<file path="src/verilog/oms_pkg.sv">
// Constants and types of the operating-mode sequencer
// Assumes one 25 MHz clock and a host that presents holding-register writes as strobes
// Function
// Remote mode commands are ignored while any forcing input is active.
// Password to register 101, then mode code to 102, within 5 s.
// Codes 1, 2, 3 request OFF, MAN and AUTO.
// Code 12 requests TEST, 13 REMOTE START, 21 returns to AUTO.
// Password check is optional and skipped while the bypass input is active.
// TEST is entered only from AUTO with no automatic start request.
// AUTO lamp flashes with equal on and off times in TEST.
// Start button toggles AUTO and TEST unless option bit 1 disables it.
// Weekly schedule enters TEST at set moments and returns to AUTO after.
// Serial TEST ends on opposite command or 60 s without messages.
// Level test input holds TEST while active, AUTO on release.
// No-load pulse edge starts timed TEST with generator breaker held open.
// With-load pulse edge starts timed TEST with generator breaker closed.
// A second pulse edge during a pulse test stops it at once.
// Zero test duration prevents pulse-triggered tests.
// REMOTE START only from AUTO or TEST, and only with enable input if used.
// Remote-start request input holds REMOTE START; release reverts to AUTO.
// Remote window end after start is same day, before is next, equal full day.
// Command-entered REMOTE START survives link loss; only opposite command ends it.
// With logging bit 0 set, each mode change logs 1001, 1002 or 1003.
// Mode outputs are each active exactly in their own mode.
// Not-off output in AUTO or MAN; automatic output in AUTO, TEST, REMOTE.
// Five internal status flags expose the five modes.
// Forcing OFF beats forcing MAN, which beats forcing AUTO.
// Mode buttons need half a second hold and are ignored while forcing.
// With only the OFF forcing input used, release restores the earlier mode.
// Missing, late, wrong-password or undefined-code sequences leave the mode unchanged.
// TEST or REMOTE START requests whose conditions fail are ignored, not queued.
package oms_pkg;

  localparam int CLK_HZ = 25_000_000;
  localparam int CMD_WINDOW_S = 5;
  localparam int LINK_SILENCE_S = 60;
  localparam int BUTTON_HOLD_MS = 500;
  localparam int LAMP_HALF_MS = 500;
  localparam int CMD_WINDOW_CYC = CMD_WINDOW_S * CLK_HZ;
  localparam int LINK_SILENCE_CYC = LINK_SILENCE_S * CLK_HZ;
  localparam int BUTTON_HOLD_CYC = (BUTTON_HOLD_MS * (CLK_HZ / 1000));
  localparam int LAMP_HALF_CYC = (LAMP_HALF_MS * (CLK_HZ / 1000));
  localparam int MIN_CYC = 60 * CLK_HZ;

  localparam logic [15:0] REG_PASSWORD = 16'h0065;
  localparam logic [15:0] REG_MODE_CODE = 16'h0066;

  localparam logic [15:0] CODE_OFF = 16'h0001;
  localparam logic [15:0] CODE_MAN = 16'h0002;
  localparam logic [15:0] CODE_AUTO = 16'h0003;
  localparam logic [15:0] CODE_TEST = 16'h000C;
  localparam logic [15:0] CODE_REMOTE = 16'h000D;
  localparam logic [15:0] CODE_BACK_AUTO = 16'h0015;

  localparam logic [15:0] EVT_OFF = 16'h03E9;
  localparam logic [15:0] EVT_MAN = 16'h03EA;
  localparam logic [15:0] EVT_AUTOMATIC = 16'h03EB;

  localparam int BTN_TOGGLE_OFF_BIT = 1;
  localparam int LOG_ENABLE_BIT = 0;

  typedef enum logic [2:0] {
    MODE_OFF,
    MODE_MAN,
    MODE_AUTO,
    MODE_TEST,
    MODE_REMOTE
  } oms_mode_type;

  // Origin of a running TEST
  typedef enum logic [2:0] {
    SRC_NONE,
    SRC_BUTTON,
    SRC_SCHED,
    SRC_SERIAL,
    SRC_LEVEL,
    SRC_PULSE
  } oms_src_type;

  typedef struct packed {
    logic force_off_input;
    logic force_manual_input;
    logic force_auto_input;
    logic password_bypass_input;
    logic test_level_input;
    logic pulse_test_no_load_input;
    logic pulse_test_with_load_input;
    logic remote_start_enable_input;
    logic remote_start_request_input;
  } oms_din_type;

  typedef struct packed {
    logic mode_up_button;
    logic mode_down_button;
    logic start_button;
  } oms_panel_type;

  typedef struct packed {
    logic off_only_forcing;
    logic remote_enable_used;
    logic [15:0] password;
    logic [15:0] button_options;
    logic [15:0] log_options;
    logic [15:0] test_minutes;
  } oms_cfg_type;

  typedef struct packed {
    logic out_off_mode;
    logic out_manual_mode;
    logic out_auto_mode;
    logic out_test_mode;
    logic out_remote_mode;
    logic out_not_off;
    logic out_any_automatic;
  } oms_dout_type;

  typedef struct packed {
    logic stat_off;
    logic stat_manual;
    logic stat_automatic;
    logic stat_test;
    logic stat_remote;
  } oms_stat_type;

endpackage

</file>
<file path="src/verilog/oms_sequencer.sv">
// Operating-mode state machine with remote command decoder and test timers
// Assumes synchronous inputs, schedule windows decoded by a clock/calendar block
module oms_sequencer
  import oms_pkg::*;
#(
  parameter int CMD_WINDOW = CMD_WINDOW_CYC,
  parameter int LINK_SILENCE = LINK_SILENCE_CYC,
  parameter int BUTTON_HOLD = BUTTON_HOLD_CYC,
  parameter int LAMP_HALF = LAMP_HALF_CYC,
  parameter int MINUTE = MIN_CYC
) (
  input wire logic clk,
  input wire logic rst_n,
  input wire oms_din_type din,
  input wire oms_panel_type panel,
  input wire oms_cfg_type cfg,
  input wire logic auto_start_request,
  input wire logic sched_test_window,
  input wire logic sched_remote_window,
  input wire logic reg_wr,
  input wire logic [15:0] reg_addr,
  input wire logic [15:0] reg_wdata,
  input wire logic link_msg,
  output oms_dout_type dout,
  output oms_stat_type stat,
  output logic auto_lamp,
  output logic generator_breaker_force_open,
  output logic generator_breaker_force_close,
  output logic evt_valid,
  output logic [15:0] evt_code
);

  // ----------------------------------------------------------------
  // State
  // ----------------------------------------------------------------
  oms_mode_type mode_q, mode_d, saved_q;
  oms_src_type src_q;
  logic [31:0] cmd_cnt_q, link_cnt_q, hold_cnt_q, lamp_cnt_q, test_cnt_q;
  logic pw_ok_q, lamp_q, start_q, pulse_nl_q, pulse_wl_q, level_q, sched_t_q;
  logic cmd_remote_q, fo_q, load_q;
  oms_dout_type dout_q;
  oms_stat_type stat_q;
  logic evt_valid_q;
  logic [15:0] evt_code_q;
  logic gb_open_q, gb_close_q;

  // ----------------------------------------------------------------
  // Decode
  // ----------------------------------------------------------------
  wire forcing = din.force_off_input | din.force_manual_input | din.force_auto_input;
  wire wr_pw = reg_wr && reg_addr == REG_PASSWORD;
  wire wr_code = reg_wr && reg_addr == REG_MODE_CODE;
  wire pw_match = din.password_bypass_input || reg_wdata == cfg.password;
  wire code_take = wr_code && !forcing && (pw_ok_q || din.password_bypass_input);
  wire c_off = code_take && reg_wdata == CODE_OFF;
  wire c_man = code_take && reg_wdata == CODE_MAN;
  wire c_auto = code_take && reg_wdata == CODE_AUTO;
  wire c_test = code_take && reg_wdata == CODE_TEST;
  wire c_rem = code_take && reg_wdata == CODE_REMOTE;
  wire c_back = code_take && reg_wdata == CODE_BACK_AUTO;
  wire start_edge = panel.start_button && !start_q;
  wire nl_edge = din.pulse_test_no_load_input && !pulse_nl_q;
  wire wl_edge = din.pulse_test_with_load_input && !pulse_wl_q;
  wire pulse_edge = nl_edge | wl_edge;
  wire level_rise = din.test_level_input && !level_q;
  wire sched_rise = sched_test_window && !sched_t_q;
  wire can_test = mode_q == MODE_AUTO && !auto_start_request;
  wire rem_en = !cfg.remote_enable_used || din.remote_start_enable_input;
  wire can_rem = (mode_q == MODE_AUTO || mode_q == MODE_TEST) && rem_en;
  wire btn_toggle = start_edge && !cfg.button_options[BTN_TOGGLE_OFF_BIT] && !forcing;
  wire hold_done = hold_cnt_q == BUTTON_HOLD - 1;
  wire btn_held = panel.mode_up_button ^ panel.mode_down_button;
  wire test_time_up = test_cnt_q == 32'h0000_0001;
  wire rem_hold = din.remote_start_request_input || sched_remote_window || cmd_remote_q;
  wire test_entry = mode_d == MODE_TEST && mode_q != MODE_TEST;
  wire pulse_start = test_entry && !c_test && !level_rise && !sched_rise && !btn_toggle;

  function automatic oms_mode_type step_mode(input oms_mode_type m, input logic up);
    case (m)
      MODE_OFF: step_mode = up ? MODE_MAN : MODE_OFF;
      MODE_MAN: step_mode = up ? MODE_AUTO : MODE_OFF;
      default: step_mode = up ? MODE_AUTO : MODE_MAN;
    endcase
  endfunction

  // ----------------------------------------------------------------
  // Next mode
  // ----------------------------------------------------------------
  always_comb begin
    mode_d = mode_q;
    if (din.force_off_input) begin
      mode_d = MODE_OFF;
    end else if (din.force_manual_input) begin
      mode_d = MODE_MAN;
    end else if (din.force_auto_input) begin
      mode_d = MODE_AUTO;
    end else if (fo_q && cfg.off_only_forcing) begin
      mode_d = saved_q;
    end else if (c_off) begin
      mode_d = MODE_OFF;
    end else if (c_man) begin
      mode_d = MODE_MAN;
    end else if (c_auto) begin
      mode_d = MODE_AUTO;
    end else if (hold_done && btn_held) begin
      mode_d = step_mode(mode_q, panel.mode_up_button);
    end else begin
      case (mode_q)
        MODE_AUTO: begin
          if ((din.remote_start_request_input || sched_remote_window || c_rem) && can_rem) begin
            mode_d = MODE_REMOTE;
          end else if (can_test && (btn_toggle || c_test || level_rise || sched_rise)) begin
            mode_d = MODE_TEST;
          end else if (can_test && pulse_edge && cfg.test_minutes != 16'h0000) begin
            mode_d = MODE_TEST;
          end
        end
        MODE_TEST: begin
          if ((din.remote_start_request_input || sched_remote_window || c_rem) && can_rem) begin
            mode_d = MODE_REMOTE;
          end else if (auto_start_request || c_back) begin
            mode_d = MODE_AUTO;
          end else begin
            case (src_q)
              SRC_BUTTON: if (btn_toggle) mode_d = MODE_AUTO;
              SRC_SCHED: if (!sched_test_window) mode_d = MODE_AUTO;
              SRC_SERIAL: if (link_cnt_q >= LINK_SILENCE - 1) mode_d = MODE_AUTO;
              SRC_LEVEL: if (!din.test_level_input) mode_d = MODE_AUTO;
              SRC_PULSE: if (pulse_edge || test_time_up) mode_d = MODE_AUTO;
              default: mode_d = MODE_TEST;
            endcase
          end
        end
        MODE_REMOTE: begin
          if (c_back || !rem_hold) begin
            mode_d = MODE_AUTO;
          end
        end
        default: mode_d = mode_q;
      endcase
    end
  end

  // ----------------------------------------------------------------
  // Registers
  // ----------------------------------------------------------------
  always_ff @(posedge clk) begin
    if (!rst_n) begin
      mode_q <= MODE_OFF;
      saved_q <= MODE_OFF;
      src_q <= SRC_NONE;
      cmd_cnt_q <= 32'h0000_0000;
      link_cnt_q <= 32'h0000_0000;
      hold_cnt_q <= 32'h0000_0000;
      lamp_cnt_q <= 32'h0000_0000;
      test_cnt_q <= 32'h0000_0000;
      pw_ok_q <= 1'b0;
      lamp_q <= 1'b0;
      start_q <= 1'b0;
      pulse_nl_q <= 1'b0;
      pulse_wl_q <= 1'b0;
      level_q <= 1'b0;
      sched_t_q <= 1'b0;
      cmd_remote_q <= 1'b0;
      fo_q <= 1'b0;
      load_q <= 1'b0;
    end else begin
      mode_q <= mode_d;
      start_q <= panel.start_button;
      pulse_nl_q <= din.pulse_test_no_load_input;
      pulse_wl_q <= din.pulse_test_with_load_input;
      level_q <= din.test_level_input;
      sched_t_q <= sched_test_window;
      fo_q <= din.force_off_input;
      if (din.force_off_input && !fo_q) begin
        saved_q <= mode_q;
      end
      // Password window
      if (wr_pw && pw_match) begin
        pw_ok_q <= 1'b1;
        cmd_cnt_q <= 32'h0000_0000;
      end else if (wr_code || cmd_cnt_q >= CMD_WINDOW - 1) begin
        pw_ok_q <= 1'b0;
      end else if (pw_ok_q) begin
        cmd_cnt_q <= cmd_cnt_q + 32'h0000_0001;
      end
      link_cnt_q <= (link_msg || reg_wr) ? 32'h0000_0000 : link_cnt_q + 32'h0000_0001;
      hold_cnt_q <= (btn_held && !forcing && hold_cnt_q < BUTTON_HOLD) ?
                    hold_cnt_q + 32'h0000_0001 : (btn_held ? hold_cnt_q : 32'h0000_0000);
      // Test origin and timer
      if (mode_d == MODE_TEST && mode_q != MODE_TEST) begin
        if (c_test) src_q <= SRC_SERIAL;
        else if (level_rise) src_q <= SRC_LEVEL;
        else if (sched_rise) src_q <= SRC_SCHED;
        else if (btn_toggle) src_q <= SRC_BUTTON;
        else src_q <= SRC_PULSE;
        load_q <= wl_edge;
        test_cnt_q <= 32'(cfg.test_minutes) * 32'(MINUTE);
      end else if (test_cnt_q != 32'h0000_0000) begin
        test_cnt_q <= test_cnt_q - 32'h0000_0001;
      end
      if (mode_d != MODE_TEST) src_q <= SRC_NONE;
      if (c_rem && can_rem) cmd_remote_q <= 1'b1;
      else if (mode_d != MODE_REMOTE) cmd_remote_q <= 1'b0;
      // Lamp flash
      if (mode_q == MODE_TEST && lamp_cnt_q < LAMP_HALF - 1) begin
        lamp_cnt_q <= lamp_cnt_q + 32'h0000_0001;
      end else begin
        lamp_cnt_q <= 32'h0000_0000;
        lamp_q <= (mode_q == MODE_TEST) ? !lamp_q : 1'b0;
      end
    end
  end

  // ----------------------------------------------------------------
  // Outputs
  // ----------------------------------------------------------------
  always_ff @(posedge clk) begin
    if (!rst_n) begin
      dout_q <= '0;
      stat_q <= '0;
      evt_valid_q <= 1'b0;
      evt_code_q <= 16'h0000;
      gb_open_q <= 1'b0;
      gb_close_q <= 1'b0;
    end else begin
      gb_open_q <= mode_d == MODE_TEST &&
                   (pulse_start ? !wl_edge : (src_q == SRC_PULSE && !load_q));
      gb_close_q <= mode_d == MODE_TEST &&
                    (pulse_start ? wl_edge : (src_q == SRC_PULSE && load_q));
      dout_q.out_off_mode <= mode_d == MODE_OFF;
      dout_q.out_manual_mode <= mode_d == MODE_MAN;
      dout_q.out_auto_mode <= mode_d == MODE_AUTO;
      dout_q.out_test_mode <= mode_d == MODE_TEST;
      dout_q.out_remote_mode <= mode_d == MODE_REMOTE;
      dout_q.out_not_off <= mode_d == MODE_AUTO || mode_d == MODE_MAN;
      dout_q.out_any_automatic <= mode_d == MODE_AUTO || mode_d == MODE_TEST ||
                                  mode_d == MODE_REMOTE;
      stat_q <= {mode_d == MODE_OFF, mode_d == MODE_MAN, mode_d == MODE_AUTO,
                 mode_d == MODE_TEST, mode_d == MODE_REMOTE};
      evt_valid_q <= mode_d != mode_q && cfg.log_options[LOG_ENABLE_BIT];
      evt_code_q <= mode_d == MODE_OFF ? EVT_OFF : (mode_d == MODE_MAN ? EVT_MAN : EVT_AUTOMATIC);
    end
  end

  assign dout = dout_q;
  assign stat = stat_q;
  assign auto_lamp = lamp_q;
  assign evt_valid = evt_valid_q;
  assign evt_code = evt_code_q;
  assign generator_breaker_force_open = gb_open_q;
  assign generator_breaker_force_close = gb_close_q;

  // ----------------------------------------------------------------
  // Checks
  // ----------------------------------------------------------------
  property p_force_off;
    @(posedge clk) disable iff (!rst_n) din.force_off_input |=> mode_q == MODE_OFF;
  endproperty
  a_force_off: assert property (p_force_off) else $error("force off ignored");
  property p_no_remote_forcing;
    @(posedge clk) disable iff (!rst_n)
      (wr_code && forcing) |-> mode_d == (din.force_off_input ? MODE_OFF :
                                          (din.force_manual_input ? MODE_MAN : MODE_AUTO));
  endproperty
  a_no_remote_forcing: assert property (p_no_remote_forcing) else $error("cmd under forcing");
  property p_test_entry;
    @(posedge clk) disable iff (!rst_n)
      (mode_q != MODE_TEST && mode_d == MODE_TEST) |-> mode_q == MODE_AUTO && !auto_start_request;
  endproperty
  a_test_entry: assert property (p_test_entry) else $error("test entered from non auto");
  property p_out_test;
    @(posedge clk) disable iff (!rst_n) ##1 dout.out_test_mode == (mode_q == MODE_TEST);
  endproperty
  a_out_test: assert property (p_out_test) else $error("test output wrong");
  property p_rem_entry;
    @(posedge clk) disable iff (!rst_n) (mode_q != MODE_REMOTE && mode_d == MODE_REMOTE) |-> rem_en;
  endproperty
  a_rem_entry: assert property (p_rem_entry) else $error("remote without enable");
  property p_evt;
    @(posedge clk) disable iff (!rst_n)
      (mode_d != mode_q && cfg.log_options[LOG_ENABLE_BIT]) |=> evt_valid;
  endproperty
  a_evt: assert property (p_evt) else $error("mode change not logged");
  property p_lamp_off;
    @(posedge clk) disable iff (!rst_n) (mode_q != MODE_TEST) [*2] |-> !auto_lamp;
  endproperty
  a_lamp_off: assert property (p_lamp_off) else $error("lamp flashing outside test");
  property p_zero_dur;
    @(posedge clk) disable iff (!rst_n)
      (mode_q == MODE_AUTO && pulse_edge && cfg.test_minutes == 16'h0000 && !level_rise &&
       !sched_rise && !btn_toggle && !c_test) |-> mode_d != MODE_TEST;
  endproperty
  a_zero_dur: assert property (p_zero_dur) else $error("pulse test with zero time");

endmodule
</file>
<file path="config.mk">
export PLATFORM = sky130hd
export DESIGN_NAME = oms_sequencer
export DESIGN_NICKNAME = d
export VERILOG_FILES = /design/src/verilog/oms_pkg.sv /design/src/verilog/oms_sequencer.sv
export SDC_FILE = /design/constraint.sdc
export NUM_CORES = 1
export LEC_CHECK = 0
export ABC_AREA = 1
export ABC_CLOCK_PERIOD_IN_PS = 8140
export BUFFER_PORTS_ARGS = -buffer_cell sky130_fd_sc_hd__buf_2
export CAP_MARGIN = 20
export CORE_MARGIN = 8
export CORE_UTILIZATION = 54
export CTS_CLUSTER_SIZE = 28
export DETAILED_ROUTE_END_ITERATION = 10
export PLACE_DENSITY_LB_ADDON = 0.15
export SYNTH_ARGS = -nofsm -noshare
export SYNTH_HDL_FRONTEND = slang
export SYNTH_SLANG_ARGS = --single-unit
</file>
<file path="constraint.sdc">
create_clock -name clk -period 8.14 [get_ports clk]
set_input_delay 1.628 -clock clk [delete_from_list [all_inputs] [get_ports clk]]
set_output_delay 1.628 -clock clk [all_outputs]
set_load 0.01 [all_outputs]
</file>
==> results.json, run 1 <==
{
  "drc": 0,
  "num_rows": 59,
  "synthMostInstantiatedCell": "inv_1",
  "ys_types": 63,
  "holdCritPathClass": "flip-flop to flip-flop",
  "grt_pass1_vias": 11782,
  "post_cts_buffers": 0,
  "run_status": "complete, no violations",
  "worst_skew_pair.late_latency_ns": 0.43,
  "synth_xor_xnor_area_share_pct": 4.78,
  "vias": 12150,
  "track_usage_pct": 20.2,
  "fin_crit_sh_pct": 79.0,
  "muxShareOfSynthArea_pct": 0,
  "grt_pass1_wl_um": 53600,
  "p_per_area_mw_per_mm2": 276,
  "setup_violations": 0,
  "synth_top_family_by_area": "simple AND/OR/NAND/NOR gates",
  "critPathKind": "input port to flip-flop",
  "clockRootBuffer": "clkbuf_16",
  "nNetsFinal": 2327,
  "seq_area_frac_synth_pct": 26.9,
  "grt_max_degree": 55,
  "portBuffers": 110,
  "cts_buffers": 17,
  "path_max_fanout": 7,
  "drive_above_1_share_pct": 12.6,
  "critPathCaptureType": "flip-flop",
  "clockBufferDepth": 2,
  "antenna_found_initial": 1,
  "peakVddDrop_v": 0.000195,
  "die_area_sq_mm": 0.0319,
  "vias_per_cell": 5.13,
  "synthAdderAreaFrac_pct": 20.3,
  "synthTopCellsByArea": "dfxtp_1 27%, ha_1 10%, fa_1 10%",
  "cts.sinks": 192,
  "cp.arrival_ns": 6.72,
  "required_ns": 8.43,
  "dp_hpwl_um": 25400,
  "maxCapViolCount": 0,
  "tns_ns": 0,
  "synth_edf_count": 0,
  "worst_pin_slew_ns": 0.964,
  "synth.avg_cell_area_sq_um": 7.43,
  "area_growth_pct": 9.23,
  "drt_pre_antenna_iters": 5,
  "hold_viol": 0,
  "initial_core_util_pct": 55.0,
  "rsz0062_at_grt": "no",
  "synth_commonest_cells": "319 x inv_1, 310 x nand2_1, 209 x nor2_1, 192 x dfxtp_1, 118 x ha_1",
  "core_sq_mm": 0.0260,
  "crit_path_start_kind": "input port",
  "yosysTopAreaCell": "dfxtp_1",
  "die_x_um": 179,
  "cts_tree": "done",
  "routedWlPerCell_um": 13.4,
  "synth_top_cell_area_share_pct": 26.9,
  "place_congestion": 0.888,
  "grt.overflow.total": 0,
  "cts_hold_buf": 0,
  "layout_min_cycle_time_ns": 6.43,
  "ctsResizeCount": 0,
  "drt_wl_total_um": 31700,
  "maxSlewViolCount": 0,
  "synthSimpleGateAreaFrac_pct": 26.5,
  "synth-seq-cells": 192,
  "fin_worst_skew_ns": 0.0116,
  "fmax_ghz": 0.156,
  "yosysWarnings": 0,
  "ys.flop_type": "dfxtp_1",
  "synth_compound_area_share_pct": 10.4,
  "netlist_instances": 1921,
  "drtIter0Drc": 636,
  "timing.slew.headroom_pct": 35.5,
  "die_h_um": 179,
  "htree_levels": 4,
  "synth.cell_area_sq_mm": 0.0143,
  "path_clk_slew_ns": 0.07,
  "ys_async_sr_fraction_pct": 0,
  "final_util_pct": 60.0,
  "leakage_uw": 0.00695,
  "ios": 149,
  "postRouteAntennaNets": 0
}
## layout by cell type, fill, tap and decap left out, types with 26 or more instances in the layout
| cell | synthesis | layout |
|---|---|---|
| nand4_1 | 46 | 46 |
| nand3_1 | 89 | 89 |
| inv_2 | 25 | 26 |
| nand2_1 | 310 | 310 |
| nor2_1 | 209 | 209 |
| inv_1 | 319 | 318 |
| o21ai_0 | 52 | 52 |
| buf_2 | 3 | 110 |
| dfxtp_1 | 192 | 192 |
| ha_1 | 118 | 118 |
| xor2_1 | 45 | 45 |
| xnor2_1 | 33 | 33 |
| fa_1 | 71 | 71 |
| a21oi_1 | 117 | 117 |
| nor3_1 | 52 | 51 |
## where the power goes
part / leakage, uW / switching (uW) / internal (uW)
clock network: 0.000273 / 385 / 402
logic: 0.00512 / 1440 / 999
registers: 0.00156 / 65.9 / 1010
total: 0.00695 / 1890 / 2410
## per-layer routing
metal	wire (um)	global-route usage [%]
met1	14200	24.8
met2	15000	35.7
met3	1860	3.37
met4	706	6.30
met5	0	0
## registers in the layout, indices dropped and copies added, names as in the netlist, 2 cells and up
name and flops:
cmd_cnt_q 32, hold_cnt_q 32, lamp_cnt_q 32, link_cnt_q 32
test_cnt_q 32, stat 5, evt_code 3, mode_q 3
saved_q 3, src_q 3, dout 2
## cell families after synthesis
family,Yosys count
and+or+nand+nor,813
buffers and inverters,393
AOI/OAI and AO/OA,255
DFF,192
adders and majority gates,189
xor gates and xnor gates,78
other,1
## cell type report
cell class | count | area [sq um]
Fill cell | 2482 | 10400
Multi-Input combinational cell | 1351 | 8920
Sequential cell | 192 | 3840
Inverter | 347 | 1300
Timing Repair Buffer | 112 | 566
Clock buffer | 18 | 429
Tap cell | 335 | 419
Clock inverter | 13 | 123
Antenna cell | 1 | 2.50
## per-stage QoR
| step | area [sq um] | std cells | total power (uW) | setup slack, ns | hold WS, ns |
|---|---|---|---|---|---|
| after floorplan | 14300 | 1936 | 3050 | 1.88 | 0.409 |
| after global placement | 15000 | 2337 | 3480 | 1.28 | 0.415 |
| after detailed placement | 15000 | 2337 | 3540 | 1.23 | 0.421 |
| after CTS | 15600 | 2368 | 4350 | 1.68 | 0.432 |
| after global routing | 15600 | 2369 | 4730 | 1.39 | 0.450 |
| final | 15600 | 2369 | 4300 | 1.71 | 0.429 |
## critical path, cell delays in order
cell and delay, ns:
buf_2 0.18, ha_1 0.39, inv_1 0.09, fa_1 0.53, inv_1 0.05, ha_1 0.26, inv_1 0.06, fa_1 0.53
inv_1 0.06, fa_1 0.50, fa_1 0.49, ha_1 0.38, nand2_1 0.09, nor2_1 0.17, nand2_1 0.08, o211ai_1 0.11
a31oi_1 0.10, o21ai_0 0.27, nand3_1 0.11, nand2_1 0.11, nand3_1 0.07, nand2_1 0.08, xor2_1 0.14, nand3_1 0.09
nand2_1 0.11, nor2_1 0.04
## worst paths after layout
check / slack [ns] / cells after the start / start / end
worst max-delay path: 1.71 / 26 / cfg[7] / test_cnt_q[28]
worst min register to register: 0.43 / 2 / cmd_cnt_q[27] / cmd_cnt_q[27]
worst min-delay path: 0.43 / 2 / cmd_cnt_q[27] / cmd_cnt_q[27]
worst max register to register: 4.38 / 20 / pulse_wl_q / test_cnt_q[3]
Power figures use the tool's default switching activity.
==> run 2: changes to the inputs <==
--- a/config.mk
+++ b/config.mk
@@ -6,7 +6,7 @@
 export NUM_CORES = 1
 export LEC_CHECK = 0
 export ABC_AREA = 1
-export ABC_CLOCK_PERIOD_IN_PS = 8140
+export ABC_CLOCK_PERIOD_IN_PS = 5200
 export BUFFER_PORTS_ARGS = -buffer_cell sky130_fd_sc_hd__buf_2
 export CAP_MARGIN = 20
 export CORE_MARGIN = 8
==> constraint.sdc (replaced) <==
create_clock -name clk -period 5.2 [get_ports clk]
set_input_delay 1.04 -clock clk [delete_from_list [all_inputs] [get_ports clk]]
set_output_delay 1.04 -clock clk [all_outputs]
set_load 0.01 [all_outputs]
==> run 2 against run 1 <==
  * The flow now finishes with violations (setup timing)
  * Critical endpoint unchanged
  * Via count is 5.8% higher
  * Largest cell class unchanged
  * Sequential share of layout area down 2.1 points
  * Register-to-register slack got worse by 2.5 ns
==> results.json, run 2 (synthesis results as in run 1) <==
{
  "die_area_sq_mm": 0.0319,
  "comb_power_share_pct": 66.1,
  "netSwitchingFraction_pct": 42.4,
  "fin_worst_skew_ns": 0.0234,
  "seq_area_sq_mm": 0.00384,
  "vias_per_cell": 5.20,
  "worst_pin_slew_ns": 0.722,
  "place_congestion": 0.858,
  "num_rows": 59,
  "clockPowerShare_pct": 15.4,
  "cts_hold_buf": 0,
  "dp_hpwl_um": 26900,
  "reg2reg_slack_ns": 1.90,
  "leakage_uw": 0.00754,
  "dp_slack_ns": -0.513,
  "slowest_delay_ns": 0.58,
  "critPathBufInv": 3,
  "crit_path_start_kind": "input port",
  "required_ns": 5.51,
  "initial_core_util_pct": 55.0,
  "drt_wl_total_um": 34600,
  "drc": 0,
  "ios": 149,
  "clockRootBuffer": "clkbuf_16",
  "r2r-start": "hold_cnt_q[0]",
  "portBuffers": 110,
  "htree_levels": 4,
  "final_cells": 2472,
  "holdPathStages": 2,
  "drive_above_1_share_pct": 21.0,
  "maxSlewViolCount": 0,
  "layout_min_cycle_time_ns": 5.23,
  "grt.overflow.total": 0,
  "dpl_cell_area_sq_mm": 0.0160,
  "multi_input_area_sq_mm": 0.00945,
  "n_fill_cell": 2226,
  "timing.slew.headroom_pct": 51.6,
  "maxCapViolCount": 0,
  "core_sq_mm": 0.0260,
  "worstPathCellList": "buf_8 -> fa_2 -> inv_2 -> fa_2 -> fa_1 -> inv_1 -> fa_1 -> fa_2 -> fa_2 -> ha_4 -> nand2_4 -> o21ai_2 -> nand3_2 -> nand2_2 -> nand3_2 -> nand2_2 -> xor2_1 -> nand3_1 -> nand2_1 -> nor2_1",
  "critPathCaptureType": "flip-flop",
  "p_per_area_mw_per_mm2": 537,
  "sequentialPowerShare_pct": 18.5,
  "layout_commonest_cell": "inv_1",
  "finalPower_uw": 9170,
  "switching_power_uw": 3890,
  "placed_cells": 2431,
  "setup_slack_ns": -0.0279,
  "rsz0062_at_grt": "yes",
  "grt_max_degree": 49,
  "setup_violations": 1,
  "final_cell_mix": "303 x inv_1, 300 x nand2_1, 206 x nor2_1",
  "final_util_pct": 65.7,
  "fmax_ghz": 0.191,
  "grt_pass1_vias": 12600,
  "hold_viol": 0,
  "cts.sinks": 192,
  "cts_tree": "done",
  "routedWlPerCell_um": 14.0,
  "postRouteAntennaNets": 0,
  "track_usage_pct": 22.0,
  "path_delay_family": "adder cells",
  "antenna_found_initial": 1,
  "die_x_um": 179,
  "violations": "setup timing",
  "drtIter0Drc": 762,
  "cp.arrival_ns": 5.54,
  "path_clk_slew_ns": 0.08,
  "critPathKind": "input port to flip-flop",
  "vias": 12857,
  "cp_slowest_cell": "fa_2",
  "drt_pre_antenna_iters": 5,
  "holdPathEnd": "cmd_cnt_q[27]",
  "r2r-end": "test_cnt_q[18]",
  "die_h_um": 179,
  "run_status": "complete, but fails checks",
  "p_int_uw": 5280,
  "clockBufferDepth": 2,
  "design_area_sq_mm": 0.0171,
  "fin_crit_sh_pct": 101,
  "crit_top_cell": "fa_2",
  "cts_buffers": 17,
  "hp-start": "cmd_cnt_q[27]",
  "nNetsFinal": 2429,
  "holdCritPathClass": "flip-flop to flip-flop",
  "ff2ff_path_depth": 14,
  "grt_pass1_wl_um": 57900,
  "path_max_fanout": 4,
  "peakVddDrop_v": 0.00138,
  "area_growth_pct": 19.6,
  "worst_skew_pair.late_latency_ns": 0.45
}
-- run 2: changes by cell type in the layout (fill, tap and decap cells not counted), moves of 7 or more --
cell	delta
buf_4	+102
ha_1	-24
ha_4	+23
inv_1	-15
inv_2	+15
fa_1	-14
fa_2	+14
buf_2	-10
nand2_1	-10
a21oi_1	-7
nand2_2	+7
-- run 2: how the worst max path moves through the flow --
stage	from	end	slack, ns	cells past startpoint
2_1_floorplan	cfg[7]	test_cnt_q[28]	-0.04	23
3_3_place_gp	cfg[7]	test_cnt_q[28]	-0.42	24
3_5_place_dp	cfg[10]	test_cnt_q[29]	-0.51	21
4_1_cts	cfg[11]	test_cnt_q[29]	0.0005	21
5_1_grt	cfg[6]	test_cnt_q[28]	-0.20	26
6_report	cfg[15]	test_cnt_q[28]	-0.03	20
-- run 2: per-layer routing --
metal / global-route usage (%) / share of wire, % / vias up
met5: 0 / 0 / -
met4: 5.55 / 1.7 / 0
met3: 3.45 / 4.8 / 43
met2: 39.0 / 49 / 288
met1: 27.5 / 44 / 5963
li1: - / - / 6563
-- run 2: power by group through the flow --
| stage | logic [uW] | clock network (uW) | registers, uW |
|---|---|---|---|
| finish | 6060 | 1410 | 1690 |
| global route | 6740 | 1500 | 1710 |
| global placement | 5230 | 0 | 1720 |
| floorplan | 3570 | 0 | 1700 |
| CTS | 5530 | 1450 | 1690 |
| detailed placement | 5320 | 0 | 1720 |
-- run 2: per-stage QoR --
stage / setup TNS (ns) / hold WS (ns)
2_1_floorplan: -0.0679 / 0.409
5_1_grt: -0.695 / 0.451
6_report: -0.0279 / 0.428
3_3_place_gp: -3.15 / 0.417
3_5_place_dp: -3.92 / 0.419
4_1_cts: 0 / 0.431
-- run 2: worst min-delay path, delay by kind of cell, from the launching register on --
| family | cells | cell delay (ns) |
|---|---|---|
| buf+inv | 1 | 0.04 |
| flops | 1 | 0.31 |
| simple gates | 1 | 0.03 |
-- run 2: timing repair --
action	4_1_cts	5_1_grt
pin swaps	18	62
setup endpoints to repair	5	6
buffers inserted	2	6
resized for setup	19	81
gates cloned	0	0
-- run 2: area by class of cell --
cell class / instances / share of cell area (%)
repair buffers: 214 / 8.30
inverters: 347 / 7.63
clock buffers: 17 / 2.49
multi-input cells: 1351 / 55.3
flip-flops and latches: 192 / 22.5
well taps: 335 / 2.45
diodes: 1 / 0.0147
clock inverters: 15 / 1.27
